## config.mk

```make
export PLATFORM = sky130hd
export DESIGN_NAME = micro_move_incdec_datapath
export DESIGN_NICKNAME = d
export VERILOG_FILES = /design/src/rtl/micro_move_incdec_pkg.sv /design/src/rtl/incdec_adder.sv /design/src/rtl/scratch_regfile.sv /design/src/rtl/micro_move_incdec_datapath.sv
export SDC_FILE = /design/constraint.sdc
export NUM_CORES = 1
export LEC_CHECK = 0
export CORE_MARGIN = 3
export CORE_UTILIZATION = 40
export CTS_BUF_LIST = sky130_fd_sc_hd__clkbuf_4 sky130_fd_sc_hd__clkbuf_8 sky130_fd_sc_hd__clkbuf_16
export CTS_CLUSTER_SIZE = 8
export DETAILED_ROUTE_END_ITERATION = 7
export DONT_BUFFER_PORTS = 1
export PLACE_DENSITY = 0.63
export SYNTH_ARGS = -nofsm -noshare
export SYNTH_HDL_FRONTEND = slang
export SYNTH_SLANG_ARGS = --single-unit
```

## constraint.sdc

```tcl
create_clock -name i_clock -period 12.3 [get_ports i_clock]
set_input_delay 1.23 -clock i_clock [delete_from_list [all_inputs] [get_ports i_clock]]
set_output_delay 1.23 -clock i_clock [all_outputs]
set_load 0.02 [all_outputs]
```

## src/rtl/micro_move_incdec_pkg.sv

```systemverilog
// Purpose: shared constants for the move / increment / decrement datapath slice
// Assumes: 16-bit microinstruction words, sixteen 8-bit scratch registers
// Notes: opcode groups are microinstruction bits 15..9, bit 8 picks the flag-updating form, or decrement in the conditional inc/dec group
package micro_move_incdec_pkg;
  localparam int BYTE_W = 8;
  localparam int WORD_W = 16;
  localparam int REG_COUNT = 16;
  localparam int IDX_W = 4;
  localparam int MI_W = 16;
  localparam int OP_W = 7;
  localparam int BUS_ADDR_W = 5;

  // microinstruction field positions
  localparam int OP_HI = 15;
  localparam int OP_LO = 9;
  localparam int FLAG_SEL_BIT = 8;
  localparam int B_HI = 7;
  localparam int B_LO = 4;
  localparam int A_HI = 3;
  localparam int A_LO = 0;

  // opcode groups, bits 15..9
  localparam logic [OP_W-1:0] OP_MOVE_WORD = 7'h41;
  localparam logic [OP_W-1:0] OP_COND_MOVE_WORD = 7'h43;
  localparam logic [OP_W-1:0] OP_INC_BYTE_ONE = 7'h48;
  localparam logic [OP_W-1:0] OP_INC_WORD_ONE = 7'h49;
  localparam logic [OP_W-1:0] OP_INC_BYTE_TWO = 7'h4a;
  localparam logic [OP_W-1:0] OP_DEC_BYTE_ONE = 7'h5e;
  localparam logic [OP_W-1:0] OP_COND_INCDEC_BYTE = 7'h3b;

  // flag byte layout
  localparam int F_NB = 7;
  localparam int F_ZB = 6;
  localparam int F_HC = 5;
  localparam int F_FC = 4;
  localparam int F_N = 3;
  localparam int F_Z = 2;
  localparam int F_V = 1;
  localparam int F_C = 0;

  localparam logic [BYTE_W-1:0] FLAGS_RESET = 8'h00;
  localparam logic [BYTE_W-1:0] SCRATCH_RESET = 8'h00;

  // register port map: scratch registers at 0x00-0x0f, flag byte at 0x10
  localparam logic [BUS_ADDR_W-1:0] ADDR_FLAGS = 5'h10;
  localparam int ADDR_BANK_BIT = 4;

  // addends
  localparam logic [BYTE_W-1:0] BYTE_ONE = 8'h01;
  localparam logic [BYTE_W-1:0] BYTE_TWO = 8'h02;
  localparam logic [BYTE_W-1:0] BYTE_MINUS_ONE = 8'hff;
  localparam logic [WORD_W-1:0] WORD_ONE = 16'h0001;

  typedef enum logic [3:0] {
    OPK_NONE,
    OPK_MOVE_WORD,
    OPK_COND_MOVE_WORD,
    OPK_INC_BYTE_ONE,
    OPK_INC_BYTE_TWO,
    OPK_DEC_BYTE_ONE,
    OPK_COND_INC,
    OPK_COND_DEC,
    OPK_INC_WORD
  } op_kind_t;
endpackage

```

## src/rtl/incdec_adder.sv

```systemverilog
// Purpose: adder with carry out, bit 3 carry and signed overflow
// Assumes: W of at least 5 bits
// Notes: decrement is done by adding all ones, so carry out means no borrow
`timescale 1ns/1ns
`default_nettype none
module incdec_adder #(
  parameter int W = 8
) (
  input wire logic [W-1:0] i_a,
  input wire logic [W-1:0] i_b,
  output logic [W-1:0] o_sum,
  output logic o_carry,
  output logic o_half_carry,
  output logic o_overflow
);
  logic [W:0] full;
  logic [4:0] low;

  if (W < 5) begin : g_bad_width
    $error("incdec_adder needs at least 5 bits");
  end

  // full sum and nibble sum side by side so bit 3 carry needs no tap
  always_comb begin
    full = {1'b0, i_a} + {1'b0, i_b};
    low = {1'b0, i_a[3:0]} + {1'b0, i_b[3:0]};
    o_sum = full[W-1:0];
    o_carry = full[W];
    o_half_carry = low[4];
    o_overflow = (i_a[W-1] == i_b[W-1]) && (full[W-1] != i_a[W-1]);
  end
endmodule
`default_nettype wire

```

## src/rtl/scratch_regfile.sv

```systemverilog
// Purpose: scratch register bank, four read ports and two write ports
// Assumes: the high write port is the second byte of a register pair
// Notes: if both write ports hit one entry, the high port wins
`timescale 1ns/1ns
`default_nettype none
module scratch_regfile #(
  parameter int COUNT = 16,
  parameter int W = 8,
  parameter int AW = 4
) (
  input wire logic i_clock,
  input wire logic i_srst,
  input wire logic [AW-1:0] i_raddr_0,
  input wire logic [AW-1:0] i_raddr_1,
  input wire logic [AW-1:0] i_raddr_2,
  input wire logic [AW-1:0] i_raddr_3,
  output logic [W-1:0] o_rdata_0,
  output logic [W-1:0] o_rdata_1,
  output logic [W-1:0] o_rdata_2,
  output logic [W-1:0] o_rdata_3,
  input wire logic i_we_lo,
  input wire logic [AW-1:0] i_waddr_lo,
  input wire logic [W-1:0] i_wdata_lo,
  input wire logic i_we_hi,
  input wire logic [AW-1:0] i_waddr_hi,
  input wire logic [W-1:0] i_wdata_hi
);
  logic [W-1:0] mem_q [COUNT];
  logic [W-1:0] mem_d [COUNT];

  if (COUNT != (1 << AW)) begin : g_bad_count
    $error("scratch_regfile COUNT must be 2**AW");
  end

  // asynchronous reads feed the one-cycle datapath
  assign o_rdata_0 = mem_q[i_raddr_0];
  assign o_rdata_1 = mem_q[i_raddr_1];
  assign o_rdata_2 = mem_q[i_raddr_2];
  assign o_rdata_3 = mem_q[i_raddr_3];

  // next contents
  always_comb begin
    mem_d = mem_q;
    if (i_we_lo) begin
      mem_d[i_waddr_lo] = i_wdata_lo;
    end
    if (i_we_hi) begin
      mem_d[i_waddr_hi] = i_wdata_hi;
    end
  end

  always_ff @(posedge i_clock) begin
    if (i_srst) begin
      for (int i = 0; i < COUNT; i++) begin
        mem_q[i] <= micro_move_incdec_pkg::SCRATCH_RESET;
      end
    end else begin
      mem_q <= mem_d;
    end
  end
endmodule
`default_nettype wire

```

## src/rtl/micro_move_incdec_datapath.sv

```systemverilog
// Purpose: move word, byte/word increment and byte decrement slice of a microcoded datapath
// Assumes: the sequencer offers one decoded word per cycle; every operation takes one cycle
// Notes: opcodes outside this slice are ignored; register port reaches scratch and flags
//
// Summary of operation
// - move word with even source index copies the source pair to the destination pair
// - odd source index moves one byte and fills the high byte with its sign
// - move word sets byte N/Z from the word; flagged form sets N,Z, clears V
// - conditional move word acts only when C is 1, else nothing changes
// - increment byte by one writes source plus one to destination
// - increment byte by two writes source plus two in one cycle
// - byte inc/dec sets half carry from bit 3 and full carry from bit 7
// - flagged byte increment sets N, Z, V and C from the result
// - conditional increment adds one to A only when full carry is 1
// - conditional inc/dec sets byte zero only if it was set and result is zero
// - conditional decrement subtracts one from A only when full carry is 0
// - conditional decrement sets full carry when there is no carry out
// - decrement byte writes source minus one; flagged form sets C on borrow
// - increment and decrement reach scratch registers only, never the indirect pointer
// - increment word adds one to the pair, or to the sign-extended odd byte
// - flag byte holds NB,ZB,HC,FC in bits 7-4 and N,Z,V,C in bits 3-0
//
// The strobed register port and the address map were chosen for this implementation.
`timescale 1ns/1ns
`default_nettype none
module micro_move_incdec_datapath #(
  parameter int REG_COUNT = 16
) (
  input wire logic i_clock,
  input wire logic i_srst,
  input wire logic i_mi_valid,
  input wire logic [15:0] i_mi_word,
  output logic o_mi_ready,
  input wire logic [4:0] i_reg_addr,
  input wire logic [7:0] i_reg_wdata,
  input wire logic i_reg_write,
  input wire logic i_reg_read,
  output logic [7:0] o_reg_rdata,
  output logic [7:0] o_flags
);
  localparam int BW = micro_move_incdec_pkg::BYTE_W;
  localparam int WW = micro_move_incdec_pkg::WORD_W;
  localparam int IW = micro_move_incdec_pkg::IDX_W;

  if (REG_COUNT != micro_move_incdec_pkg::REG_COUNT) begin : g_bad_regs
    $error("index fields address exactly sixteen scratch registers");
  end

  micro_move_incdec_pkg::op_kind_t op_kind;
  logic flagged, bcarry, bhalf, bovf, wcarry, whalf, wovf, we_lo, we_hi, bus_scratch;
  logic [IW-1:0] a_idx, b_idx, a_next_idx, b_next_idx, waddr_lo;
  logic [BW-1:0] rd_a, rd_b, rd_b1, rd_bus, badd_a, badd_b, bsum, wdata_lo, wdata_hi;
  logic [BW-1:0] flags_q, flags_d, rdata_q, rdata_d;
  logic [WW-1:0] src_word, wsum;

  // one operation per cycle, so the sequencer is never held off
  assign o_mi_ready = 1'b1;
  assign o_flags = flags_q;
  assign o_reg_rdata = rdata_q;

  // decode: op group in bits 15..9, bit 8 is the flag-update select except in the conditional inc/dec group
  always_comb begin
    op_kind = micro_move_incdec_pkg::OPK_NONE;
    flagged = i_mi_word[micro_move_incdec_pkg::FLAG_SEL_BIT];
    b_idx = i_mi_word[micro_move_incdec_pkg::B_HI:micro_move_incdec_pkg::B_LO];
    a_idx = i_mi_word[micro_move_incdec_pkg::A_HI:micro_move_incdec_pkg::A_LO];
    if (i_mi_valid) begin
      unique case (i_mi_word[micro_move_incdec_pkg::OP_HI:micro_move_incdec_pkg::OP_LO])
        micro_move_incdec_pkg::OP_MOVE_WORD: op_kind = micro_move_incdec_pkg::OPK_MOVE_WORD;
        micro_move_incdec_pkg::OP_COND_MOVE_WORD: begin
          op_kind = micro_move_incdec_pkg::OPK_COND_MOVE_WORD;
        end
        micro_move_incdec_pkg::OP_INC_BYTE_ONE: op_kind = micro_move_incdec_pkg::OPK_INC_BYTE_ONE;
        micro_move_incdec_pkg::OP_INC_BYTE_TWO: op_kind = micro_move_incdec_pkg::OPK_INC_BYTE_TWO;
        micro_move_incdec_pkg::OP_DEC_BYTE_ONE: op_kind = micro_move_incdec_pkg::OPK_DEC_BYTE_ONE;
        micro_move_incdec_pkg::OP_INC_WORD_ONE: op_kind = micro_move_incdec_pkg::OPK_INC_WORD;
        // bit 8 here picks increment or decrement, not flag update
        micro_move_incdec_pkg::OP_COND_INCDEC_BYTE: begin
          op_kind = flagged ? micro_move_incdec_pkg::OPK_COND_DEC
                            : micro_move_incdec_pkg::OPK_COND_INC;
        end
        default: op_kind = micro_move_incdec_pkg::OPK_NONE;
      endcase
    end
  end

  // pair partners wrap within the bank
  assign a_next_idx = IW'(a_idx + 1'b1);
  assign b_next_idx = IW'(b_idx + 1'b1);
  assign bus_scratch = !i_reg_addr[micro_move_incdec_pkg::ADDR_BANK_BIT];

  // only scratch registers are wired to the adders; no pointer register path exists
  scratch_regfile #(
    .COUNT(micro_move_incdec_pkg::REG_COUNT),
    .W(BW),
    .AW(IW)
  ) u_regs (
    .i_clock(i_clock),
    .i_srst(i_srst),
    .i_raddr_0(a_idx),
    .i_raddr_1(b_idx),
    .i_raddr_2(b_next_idx),
    .i_raddr_3(i_reg_addr[IW-1:0]),
    .o_rdata_0(rd_a),
    .o_rdata_1(rd_b),
    .o_rdata_2(rd_b1),
    .o_rdata_3(rd_bus),
    .i_we_lo(we_lo),
    .i_waddr_lo(waddr_lo),
    .i_wdata_lo(wdata_lo),
    .i_we_hi(we_hi),
    .i_waddr_hi(a_next_idx),
    .i_wdata_hi(wdata_hi)
  );

  // odd source index means one byte, sign extended into the high byte
  assign src_word = b_idx[0] ? {{BW{rd_b[BW-1]}}, rd_b} : {rd_b1, rd_b};

  // byte adder: conditional forms work on A in place, the rest read B
  always_comb begin
    unique case (op_kind)
      micro_move_incdec_pkg::OPK_COND_INC: begin
        badd_a = rd_a;
        badd_b = micro_move_incdec_pkg::BYTE_ONE;
      end
      micro_move_incdec_pkg::OPK_COND_DEC: begin
        badd_a = rd_a;
        badd_b = micro_move_incdec_pkg::BYTE_MINUS_ONE;
      end
      micro_move_incdec_pkg::OPK_INC_BYTE_TWO: begin
        badd_a = rd_b;
        badd_b = micro_move_incdec_pkg::BYTE_TWO;
      end
      micro_move_incdec_pkg::OPK_DEC_BYTE_ONE: begin
        badd_a = rd_b;
        badd_b = micro_move_incdec_pkg::BYTE_MINUS_ONE;
      end
      default: begin
        badd_a = rd_b;
        badd_b = micro_move_incdec_pkg::BYTE_ONE;
      end
    endcase
  end

  incdec_adder #(
    .W(BW)
  ) u_byte_add (
    .i_a(badd_a),
    .i_b(badd_b),
    .o_sum(bsum),
    .o_carry(bcarry),
    .o_half_carry(bhalf),
    .o_overflow(bovf)
  );

  incdec_adder #(
    .W(WW)
  ) u_word_add (
    .i_a(src_word),
    .i_b(micro_move_incdec_pkg::WORD_ONE),
    .o_sum(wsum),
    .o_carry(wcarry),
    .o_half_carry(whalf),
    .o_overflow(wovf)
  );

  // execute: register writes and next flag byte
  always_comb begin
    flags_d = flags_q;
    we_lo = 1'b0;
    we_hi = 1'b0;
    waddr_lo = a_idx;
    wdata_lo = bsum;
    wdata_hi = wsum[WW-1:BW];
    unique case (op_kind)
      micro_move_incdec_pkg::OPK_MOVE_WORD, micro_move_incdec_pkg::OPK_COND_MOVE_WORD: begin
        // a false condition leaves registers and every flag alone
        if (op_kind == micro_move_incdec_pkg::OPK_MOVE_WORD
            || flags_q[micro_move_incdec_pkg::F_C]) begin
          we_lo = 1'b1;
          we_hi = 1'b1;
          wdata_lo = src_word[BW-1:0];
          wdata_hi = src_word[WW-1:BW];
          flags_d[micro_move_incdec_pkg::F_NB] = src_word[WW-1];
          flags_d[micro_move_incdec_pkg::F_ZB] = (src_word == '0);
          if (flagged) begin
            flags_d[micro_move_incdec_pkg::F_N] = src_word[WW-1];
            flags_d[micro_move_incdec_pkg::F_Z] = (src_word == '0);
            flags_d[micro_move_incdec_pkg::F_V] = 1'b0;
          end
        end
      end
      micro_move_incdec_pkg::OPK_INC_BYTE_ONE, micro_move_incdec_pkg::OPK_INC_BYTE_TWO,
      micro_move_incdec_pkg::OPK_DEC_BYTE_ONE: begin
        we_lo = 1'b1;
        flags_d[micro_move_incdec_pkg::F_NB] = bsum[BW-1];
        flags_d[micro_move_incdec_pkg::F_ZB] = (bsum == '0);
        flags_d[micro_move_incdec_pkg::F_HC] = bhalf;
        flags_d[micro_move_incdec_pkg::F_FC] = bcarry;
        if (flagged) begin
          flags_d[micro_move_incdec_pkg::F_N] = bsum[BW-1];
          flags_d[micro_move_incdec_pkg::F_Z] = (bsum == '0);
          flags_d[micro_move_incdec_pkg::F_V] = bovf;
          // adding all ones: a borrow is the absence of carry
          flags_d[micro_move_incdec_pkg::F_C] =
            (op_kind == micro_move_incdec_pkg::OPK_DEC_BYTE_ONE) ? !bcarry : bcarry;
        end
      end
      micro_move_incdec_pkg::OPK_COND_INC, micro_move_incdec_pkg::OPK_COND_DEC: begin
        if (flags_q[micro_move_incdec_pkg::F_FC]
            == (op_kind == micro_move_incdec_pkg::OPK_COND_INC)) begin
          we_lo = 1'b1;
          flags_d[micro_move_incdec_pkg::F_NB] = bsum[BW-1];
          // chained zero test across a multi-byte count
          flags_d[micro_move_incdec_pkg::F_ZB] =
            flags_q[micro_move_incdec_pkg::F_ZB] && (bsum == '0);
          flags_d[micro_move_incdec_pkg::F_HC] = bhalf;
          flags_d[micro_move_incdec_pkg::F_FC] =
            (op_kind == micro_move_incdec_pkg::OPK_COND_DEC) ? !bcarry : bcarry;
        end
      end
      micro_move_incdec_pkg::OPK_INC_WORD: begin
        we_lo = 1'b1;
        we_hi = 1'b1;
        wdata_lo = wsum[BW-1:0];
        flags_d[micro_move_incdec_pkg::F_NB] = wsum[WW-1];
        flags_d[micro_move_incdec_pkg::F_ZB] = (wsum == '0);
        flags_d[micro_move_incdec_pkg::F_HC] = whalf;
        flags_d[micro_move_incdec_pkg::F_FC] = wcarry;
        if (flagged) begin
          flags_d[micro_move_incdec_pkg::F_N] = wsum[WW-1];
          flags_d[micro_move_incdec_pkg::F_Z] = (wsum == '0);
          flags_d[micro_move_incdec_pkg::F_V] = wovf;
          flags_d[micro_move_incdec_pkg::F_C] = wcarry;
        end
      end
      default: begin
        // port writes only when no operation runs, so microcode always wins
        if (i_reg_write && bus_scratch) begin
          we_lo = 1'b1;
          waddr_lo = i_reg_addr[IW-1:0];
          wdata_lo = i_reg_wdata;
        end
        if (i_reg_write && i_reg_addr == micro_move_incdec_pkg::ADDR_FLAGS) begin
          flags_d = i_reg_wdata;
        end
      end
    endcase
  end

  // read data for the port, valid the cycle after the strobe only
  always_comb begin
    rdata_d = '0;
    if (i_reg_read && bus_scratch) begin
      rdata_d = rd_bus;
    end else if (i_reg_read && i_reg_addr == micro_move_incdec_pkg::ADDR_FLAGS) begin
      rdata_d = flags_q;
    end
  end

  always_ff @(posedge i_clock) begin
    if (i_srst) begin
      flags_q <= micro_move_incdec_pkg::FLAGS_RESET;
      rdata_q <= '0;
    end else begin
      flags_q <= flags_d;
      rdata_q <= rdata_d;
    end
  end

  // checks
  property p_mw_even;
    @(posedge i_clock) disable iff (i_srst)
    (op_kind == micro_move_incdec_pkg::OPK_MOVE_WORD && !b_idx[0])
      |-> we_lo && we_hi && wdata_lo == rd_b && wdata_hi == rd_b1;
  endproperty
  a_mw_even: assert property (p_mw_even) else $error("even move word pair mismatch");
  property p_mw_odd;
    @(posedge i_clock) disable iff (i_srst)
    (op_kind == micro_move_incdec_pkg::OPK_MOVE_WORD && b_idx[0])
      |-> wdata_lo == rd_b && wdata_hi == {BW{rd_b[BW-1]}};
  endproperty
  a_mw_odd: assert property (p_mw_odd) else $error("odd move word not sign extended");
  property p_mw_carry_kept;
    @(posedge i_clock) disable iff (i_srst)
    (op_kind == micro_move_incdec_pkg::OPK_MOVE_WORD)
      |=> o_flags[5:4] == $past(o_flags[5:4]) && o_flags[0] == $past(o_flags[0]);
  endproperty
  a_mw_carry_kept: assert property (p_mw_carry_kept) else $error("move word hit carry");
  property p_cmw_skip;
    @(posedge i_clock) disable iff (i_srst)
    (op_kind == micro_move_incdec_pkg::OPK_COND_MOVE_WORD && !o_flags[0])
      |-> !we_lo && !we_hi ##1 $stable(o_flags);
  endproperty
  a_cmw_skip: assert property (p_cmw_skip) else $error("cond move acted with C clear");
  property p_inc_two;
    @(posedge i_clock) disable iff (i_srst)
    (op_kind == micro_move_incdec_pkg::OPK_INC_BYTE_TWO)
      |-> we_lo && wdata_lo == BW'(rd_b + micro_move_incdec_pkg::BYTE_TWO);
  endproperty
  a_inc_two: assert property (p_inc_two) else $error("increment by two wrong");
  property p_cib_zero_chain;
    @(posedge i_clock) disable iff (i_srst)
    (op_kind == micro_move_incdec_pkg::OPK_COND_INC && !o_flags[6]) |=> !o_flags[6];
  endproperty
  a_cib_zero_chain: assert property (p_cib_zero_chain) else $error("zero chain broken");
  property p_cdb_skip;
    @(posedge i_clock) disable iff (i_srst)
    (op_kind == micro_move_incdec_pkg::OPK_COND_DEC && o_flags[4])
      |-> !we_lo ##1 $stable(o_flags);
  endproperty
  a_cdb_skip: assert property (p_cdb_skip) else $error("cond decrement acted");
  property p_cdb_from_zero;
    @(posedge i_clock) disable iff (i_srst)
    (op_kind == micro_move_incdec_pkg::OPK_COND_DEC && !o_flags[4] && rd_a == '0)
      |=> o_flags[4] && o_flags[7];
  endproperty
  a_cdb_from_zero: assert property (p_cdb_from_zero) else $error("no-carry flag wrong");
  property p_dec_byte_one_flagged_op_borrow;
    @(posedge i_clock) disable iff (i_srst)
    (op_kind == micro_move_incdec_pkg::OPK_DEC_BYTE_ONE && flagged && rd_b == '0)
      |=> o_flags[0] && !o_flags[4];
  endproperty
  a_dec_byte_one_flagged_op_borrow: assert property (p_dec_byte_one_flagged_op_borrow) else $error("borrow not flagged");

  c_move_word: cover property (@(posedge i_clock) op_kind == micro_move_incdec_pkg::OPK_MOVE_WORD);
  c_cond_inc: cover property (@(posedge i_clock)
    op_kind == micro_move_incdec_pkg::OPK_COND_INC && o_flags[4]);
  c_cond_dec: cover property (@(posedge i_clock)
    op_kind == micro_move_incdec_pkg::OPK_COND_DEC && !o_flags[4]);
endmodule
`default_nettype wire

```

After elaboration in Yosys (flattened, before gate mapping). Cells that the tools add are included. Widths: inputs -> output; s select.

Bits of input ports: 34. Output and inout port bits: 17. Word-level logic and storage cells: 154. Flip-flop bits (word level): 144.

Magnitude comparators: 8. Muxes and demuxes: 53. $add $sub $neg: 6. Reductions and logical operators: 31. Bitwise gates (word level): 10. Eq/ne operators: 25.

Operators by type and width (number): $bwmux 128 (2); $mux 128 (2); $mux 8 (18); $bmux 8 s4 (4); $demux 8 s4 (2); $eq 7x7->1 const B (6); $logic_not 16->1 (2); $ge 5x5->1 const B (6); $not 4->5 (6); $pmux 4 s7 (1); $mux 4 (6); $pmux 8 s3 (1); $add 16x1->17 const B (1); $eq 4x3->1 const B (4); $mux 16 (1); $pmux 2 s4 (2); $pmux 8 s2 (1); $pmux 3 s4 (1); $lt 5x1->1 const B (2); $add 8x8->9 (1); $logic_and 1x1->1 (9); $add 4x1->4 const B (2); $eq 4x2->1 const B (2); $logic_not 8->1 (1); 29 further kinds (50).

Depth between registers and ports, before layout.
Depth after elaboration: 15. Depth in mapped cells: 21. Mapped depth without buffers: 17.

Hierarchy. A second synthesis with hierarchy kept.

Cells, all modules: 1533. Area total of the unflattened synthesis: 13464.2 um^2.

Modules (own cells, without submodules): scratch_regfile (area an instance 10274.9 um^2, times used 1, seq. area each 2562.5 um^2, cells each 1115); micro_move_incdec_datapath (area an instance 2094.5 um^2, times used 1, seq. area each 320.3 um^2, cells each 278); incdec_adder (u_word_add) (area an instance 783.3 um^2, times used 1, seq. area each 0.0 um^2, cells each 103); incdec_adder (u_byte_add) (area an instance 311.5 um^2, times used 1, seq. area each 0.0 um^2, cells each 37).

Worst setup path after synthesis. Ideal clock, no wire load.

Kind: input -> register. Start point: input port i_mi_word[0]. End point: register u_regs.mem_q[110] (netlist bit). Slack: 5.785 ns. Data arrival time: 6.372 ns. Stages: 19. Buffers on the path: 4. Library setup time: 0.143 ns. Data required time: 12.156 ns. Cells stage by stage: clkbuf_1 -> buf_1 -> buf_1 -> mux4_2 -> mux4_2 -> nand2_1 -> o21ai_0 -> ha_1 -> fa_1 -> a21o_1 -> a21oi_1 -> o21ai_0 -> a211oi_1 -> a21oi_1 -> nand2_1 -> a21boi_0 -> a2111oi_2 -> clkbuf_1 -> o311ai_0.

Word-level cells in the longest chain between the ends: 12. Elaborated cells between the ends (all ways): 28. Classes of those cells: 2 x add/sub; 4 x order compare; 17 x mux; 3 x bitwise; 2 x reduce/logical.

RTL lines: start, declared (line micro_move_incdec_datapath.sv:32) `input wire logic [15:0] i_mi_word,`; $not 4->5 (not written as such) (line scratch_regfile.sv:36) `assign o_rdata_0 = mem_q[i_raddr_0];`; $bmux 8 s4 (line scratch_regfile.sv:36); $mux 8 (not written as such) (2 in a row) (line scratch_regfile.sv:36); $mux 8 (line micro_move_incdec_datapath.sv:121) `unique case (op_kind)`; $add 8x8->9 (line incdec_adder.sv:25) `full = {1'b0, i_a} + {1'b0, i_b};`; $mux 8 (on tied branches) (line micro_move_incdec_datapath.sv:239, micro_move_incdec_datapath.sv:178); $pmux 8 s3 (line micro_move_incdec_datapath.sv:175) `unique case (op_kind)`; $bwmux 128 (line scratch_regfile.sv:45) `mem_d[i_waddr_lo] = i_wdata_lo;`; $mux 128 (line scratch_regfile.sv:44) `if (i_we_lo) begin`; $bwmux 128 (line scratch_regfile.sv:48) `mem_d[i_waddr_hi] = i_wdata_hi;`; $mux 128 * (line scratch_regfile.sv:47) `if (i_we_hi) begin`; end signal, assigned by index (line scratch_regfile.sv:55) `mem_q[i] <= micro_move_incdec_pkg::SCRATCH_RESET;`; end signal, assigned (line scratch_regfile.sv:58) `mem_q <= mem_d;`; end, declared (line scratch_regfile.sv:28) `logic [W-1:0] mem_q [COUNT];`.

Mark *: on every way between the ends. The rest lies on a longest branch, timed or not. The select of a mux whose other input is x is not followed. A chain may end at the register's enable or synchronous reset.

Final worst setup path.
Start point: input port i_mi_word[11]. End point: register u_regs.mem_q[63] (netlist bit).

Word-level cells in the longest chain between the ends: 15. Elaborated cells between the ends (all ways): 48. Classes of those cells: 1 x add/sub; 2 x order compare; 16 x eq/ne; 20 x mux; 1 x bitwise; 8 x reduce/logical.

RTL lines: $eq 7x6->1 or $eq 7x7->1 (tied branches) (line micro_move_incdec_datapath.sv:68) `unique case (i_mi_word[micro_move_incdec_pkg::OP_HI:micro_move_incdec_pkg::OP_LO])`; $pmux 4 s7 * (line micro_move_incdec_datapath.sv:68); $mux 4 * (line micro_move_incdec_datapath.sv:67) `if (i_mi_valid) begin`; parallel branches: the longest is 11 deep, another holds $add 8x8->9; $mux 128 * (line scratch_regfile.sv:47).

Mark *: on every way between the ends.

==> flow_metrics.tcl <==
set metrics [dict create \
    ys_async_sr_fraction 0 \
    synth_seq_cells 144 \
    r2r-start "u_regs.mem_q[17]" \
    synth_nets 1442 \
    drive_above_1_share 0.211 \
    rows 65 \
    root_buffer "clkbuf_16" \
    cts_sinks 144 \
    cts_setup_buffers 0 \
    min_from "u_regs.mem_q[57]" \
    postCtsHoldBufs 0 \
    min_period_over_period 0.473 \
    core_um2 31800 \
    seqPwrFrac 0.412 \
    synthDistinctLibCells 92 \
    die_y_um 186 \
    gp_congestion 0.987 \
    synth_top_family_by_area "multiplexers" \
    skew_ns 0.0197 \
    clk_latency_ns 0.44 \
    grt_pass1_vias 11700 \
    grt_pass1_wl_mm 76.0 \
    power.leakage_uw 0.00460 \
    crit_start "i_mi_word[11]" \
    syn-cell-area_um2 13000 \
    cp-start-kind "primary input" \
    numCtsBuffers 17 \
    p_comb_frac 0.122 \
    setup.worst_path.end_class "flop" \
    setup_viol 0 \
    die_x_um 186 \
    grt_max_degree 72 \
    cts_resized 0 \
    dp_cells 1727 \
    avgRoutedWirePerCell_um 29.0 \
    drtIter0Drc 1877 \
    final-instance-count-excl-fill 1760 \
    outcome "complete, no violations" \
    synth_cells 1394 \
    antenna_left 0 \
    maxCapViolCount 0 \
    cp_max_fo 18 \
    synth_edf_count 0 \
    slew_viol_final 0 \
    pwr-share-clk 0.466 \
    yosys.area_share.simple 0.185 \
    period_needed_ns 5.82 \
    htreeDepth 4 \
    yosysSeqAreaShare 0.221 \
    area_growth_pct 5.36 \
    intPower_uw 819 \
    cts.clk_slew.worst_paths_ns 0.06 \
    critPathRequiredTime_ns 12.60 \
    num_vias 12700 \
    portBuffers 0 \
    overflow 0 \
    firstDrtPassIters 6 \
    synth.area.mux_share 0.332 \
    synth-compound-area-share 0.184 \
    start_util 0.409 \
    drc 0 \
    fmax_mhz 172 \
    fin_setup_tns_ns 0 \
    fp.dieArea_um2 34700 \
    swShare 0.292 \
    relSlewSlack 0.222 \
    cts_tree "done" \
    rsz0062_at_grt "no" \
    max-clock-path-buffers 2 \
    cp.arrival_ns 6.12 \
    crit_type "primary input to flop" \
    synth_fa_ha_area_frac 0.0140 \
    avgSynthCellArea_um2 9.34 \
    hold_viol 0 \
    synth_xor_area_frac 0.0148 \
    worst_pin_slew_ns 1.14 \
    vdd_drop_max_v 0.0000810 \
    hold_class "flop to flop" \
    synth_warnings 0 \
    antenna_found_initial 2 \
    gr-usage-all-layers 0.283 \
    switching_power_uw 338 \
    dpl.hpwl_mm 36.0 \
    ys.flop_type "dfxtp_1" \
    hold_ws_ns 0.535 \
    final_nets 1359 \
    finalWirelength_mm 51.0 \
    detail_route.vias_per_cell 7.23 \
    io_pins 51 \
    powerDensity_nw_per_um2 84.3 \
]
-- per-layer routing --
layer | up-vias | track usage | wire (um)
met3 | 197 | 0.0855 | 6350
met1 | 6241 | 0.357 | 18900
met4 | 2 | 0.124 | 2650
met5 | - | 0 | 13
li1 | 5322 | - | -
met2 | 967 | 0.451 | 23000
-- critical path, cell delays in order --
cell	delay [ns]
or4b_1	0.63
nor4b_1	0.41
a211oi_1	0.17
nor2_4	0.42
o21ai_0	0.26
ha_1	0.34
a21o_1	0.16
a21oi_1	0.26
o21ai_0	0.15
o41ai_1	0.74
xor2_1	0.28
o21ai_0	0.12
a221o_1	0.58
mux2i_1	0.27
o22ai_1	0.09
-- cells in the mapped netlist, types with 20 or more instances --
cell type / instances / area, um^2
dfxtp_1: 144 / 2880
mux4_2: 139 / 3130
nand2_1: 135 / 507
nor2_1: 109 / 409
mux2i_1: 76 / 761
clkbuf_1: 72 / 270
a21oi_1: 68 / 340
o21ai_0: 53 / 265
nand3_1: 49 / 245
nand4_1: 47 / 294
o22ai_1: 39 / 244
mux2_2: 36 / 405
nand2b_1: 29 / 181
o211ai_1: 28 / 210
o311ai_0: 26 / 228
nor3_1: 21 / 105
a22oi_1: 20 / 150
or2_2: 20 / 125
-- cells by family after synthesis --
group | Yosys count
AO/OA/AOI/OAI | 342
XOR/XNOR | 22
adder cells (fa/ha/maj) | 14
other | 1
multiplexers | 252
buffers and inverters | 133
AND/OR/NAND/NOR | 486
flip-flops | 144
-- power groups by stage --
stage / registers [uW] / clock network (uW) / logic [uW]
floorplan: 485 / 0 / 129
global placement: 486 / 0 / 136
detailed placement: 487 / 0 / 137
CTS: 476 / 540 / 137
global route: 477 / 557 / 147
finish: 476 / 539 / 141
-- worst paths after layout --
path	to	slack (ns)	depth (start not counted)
worst max-delay path	u_regs.mem_q[63]	6.48	15
worst min-delay path	u_regs.mem_q[57]	0.54	2
worst max register to register	u_regs.mem_q[63]	7.52	14
worst min register to register	u_regs.mem_q[57]	0.54	2
-- area by class of cell --
cell class	count	area [um^2]
fillers	3078	18100
repair buffers	18	135
clock inverters	12	125
well taps	435	544
inverters	13	48.8
flip-flops and latches	144	2880
clock buffers	20	454
diodes	1	2.50
multi-input cells	1117	9520
-- state kept, by name (all words and copies together), names as in the netlist --
name and cells:
u_regs.mem_q 128, o_reg_rdata 8, o_flags 8
-- metrics by stage --
step	setup slack (ns)	area (um^2)	utilization	power [uW]
4_1_cts	6.59	13700	0.431	1150
3_3_place_gp	6.26	13100	0.413	623
6_report	6.48	13700	0.431	1160
2_1_floorplan	5.78	13000	-	614
3_5_place_dp	6.16	13100	0.413	624
5_1_grt	6.00	13700	0.431	1180
-- placed cells by master (no fill, tap or decap), types with 8 or more instances in the layout --
cell type | Yosys | final
nand3_1 | 49 | 49
o22ai_1 | 39 | 39
dfxtp_1 | 144 | 144
a21oi_1 | 68 | 67
o211ai_1 | 28 | 28
nand4_1 | 47 | 47
nor2b_1 | 19 | 19
a211oi_1 | 10 | 10
a221o_1 | 8 | 8
nor2_1 | 109 | 109
xnor2_1 | 15 | 13
nand2b_1 | 29 | 29
and2_1 | 8 | 8
nand2_1 | 135 | 135
o21ai_0 | 53 | 53
a31oi_1 | 19 | 19
or2_2 | 20 | 20
mux4_2 | 139 | 139
nor3_1 | 21 | 21
mux2_2 | 36 | 36
ha_1 | 13 | 12
mux2i_1 | 76 | 76
clkbuf_16 | 0 | 17
o311ai_0 | 26 | 26
a22oi_1 | 20 | 20
and3_1 | 9 | 9
inv_1 | 13 | 12
buf_4 | 14 | 18
Power figures use the tool's default switching activity.
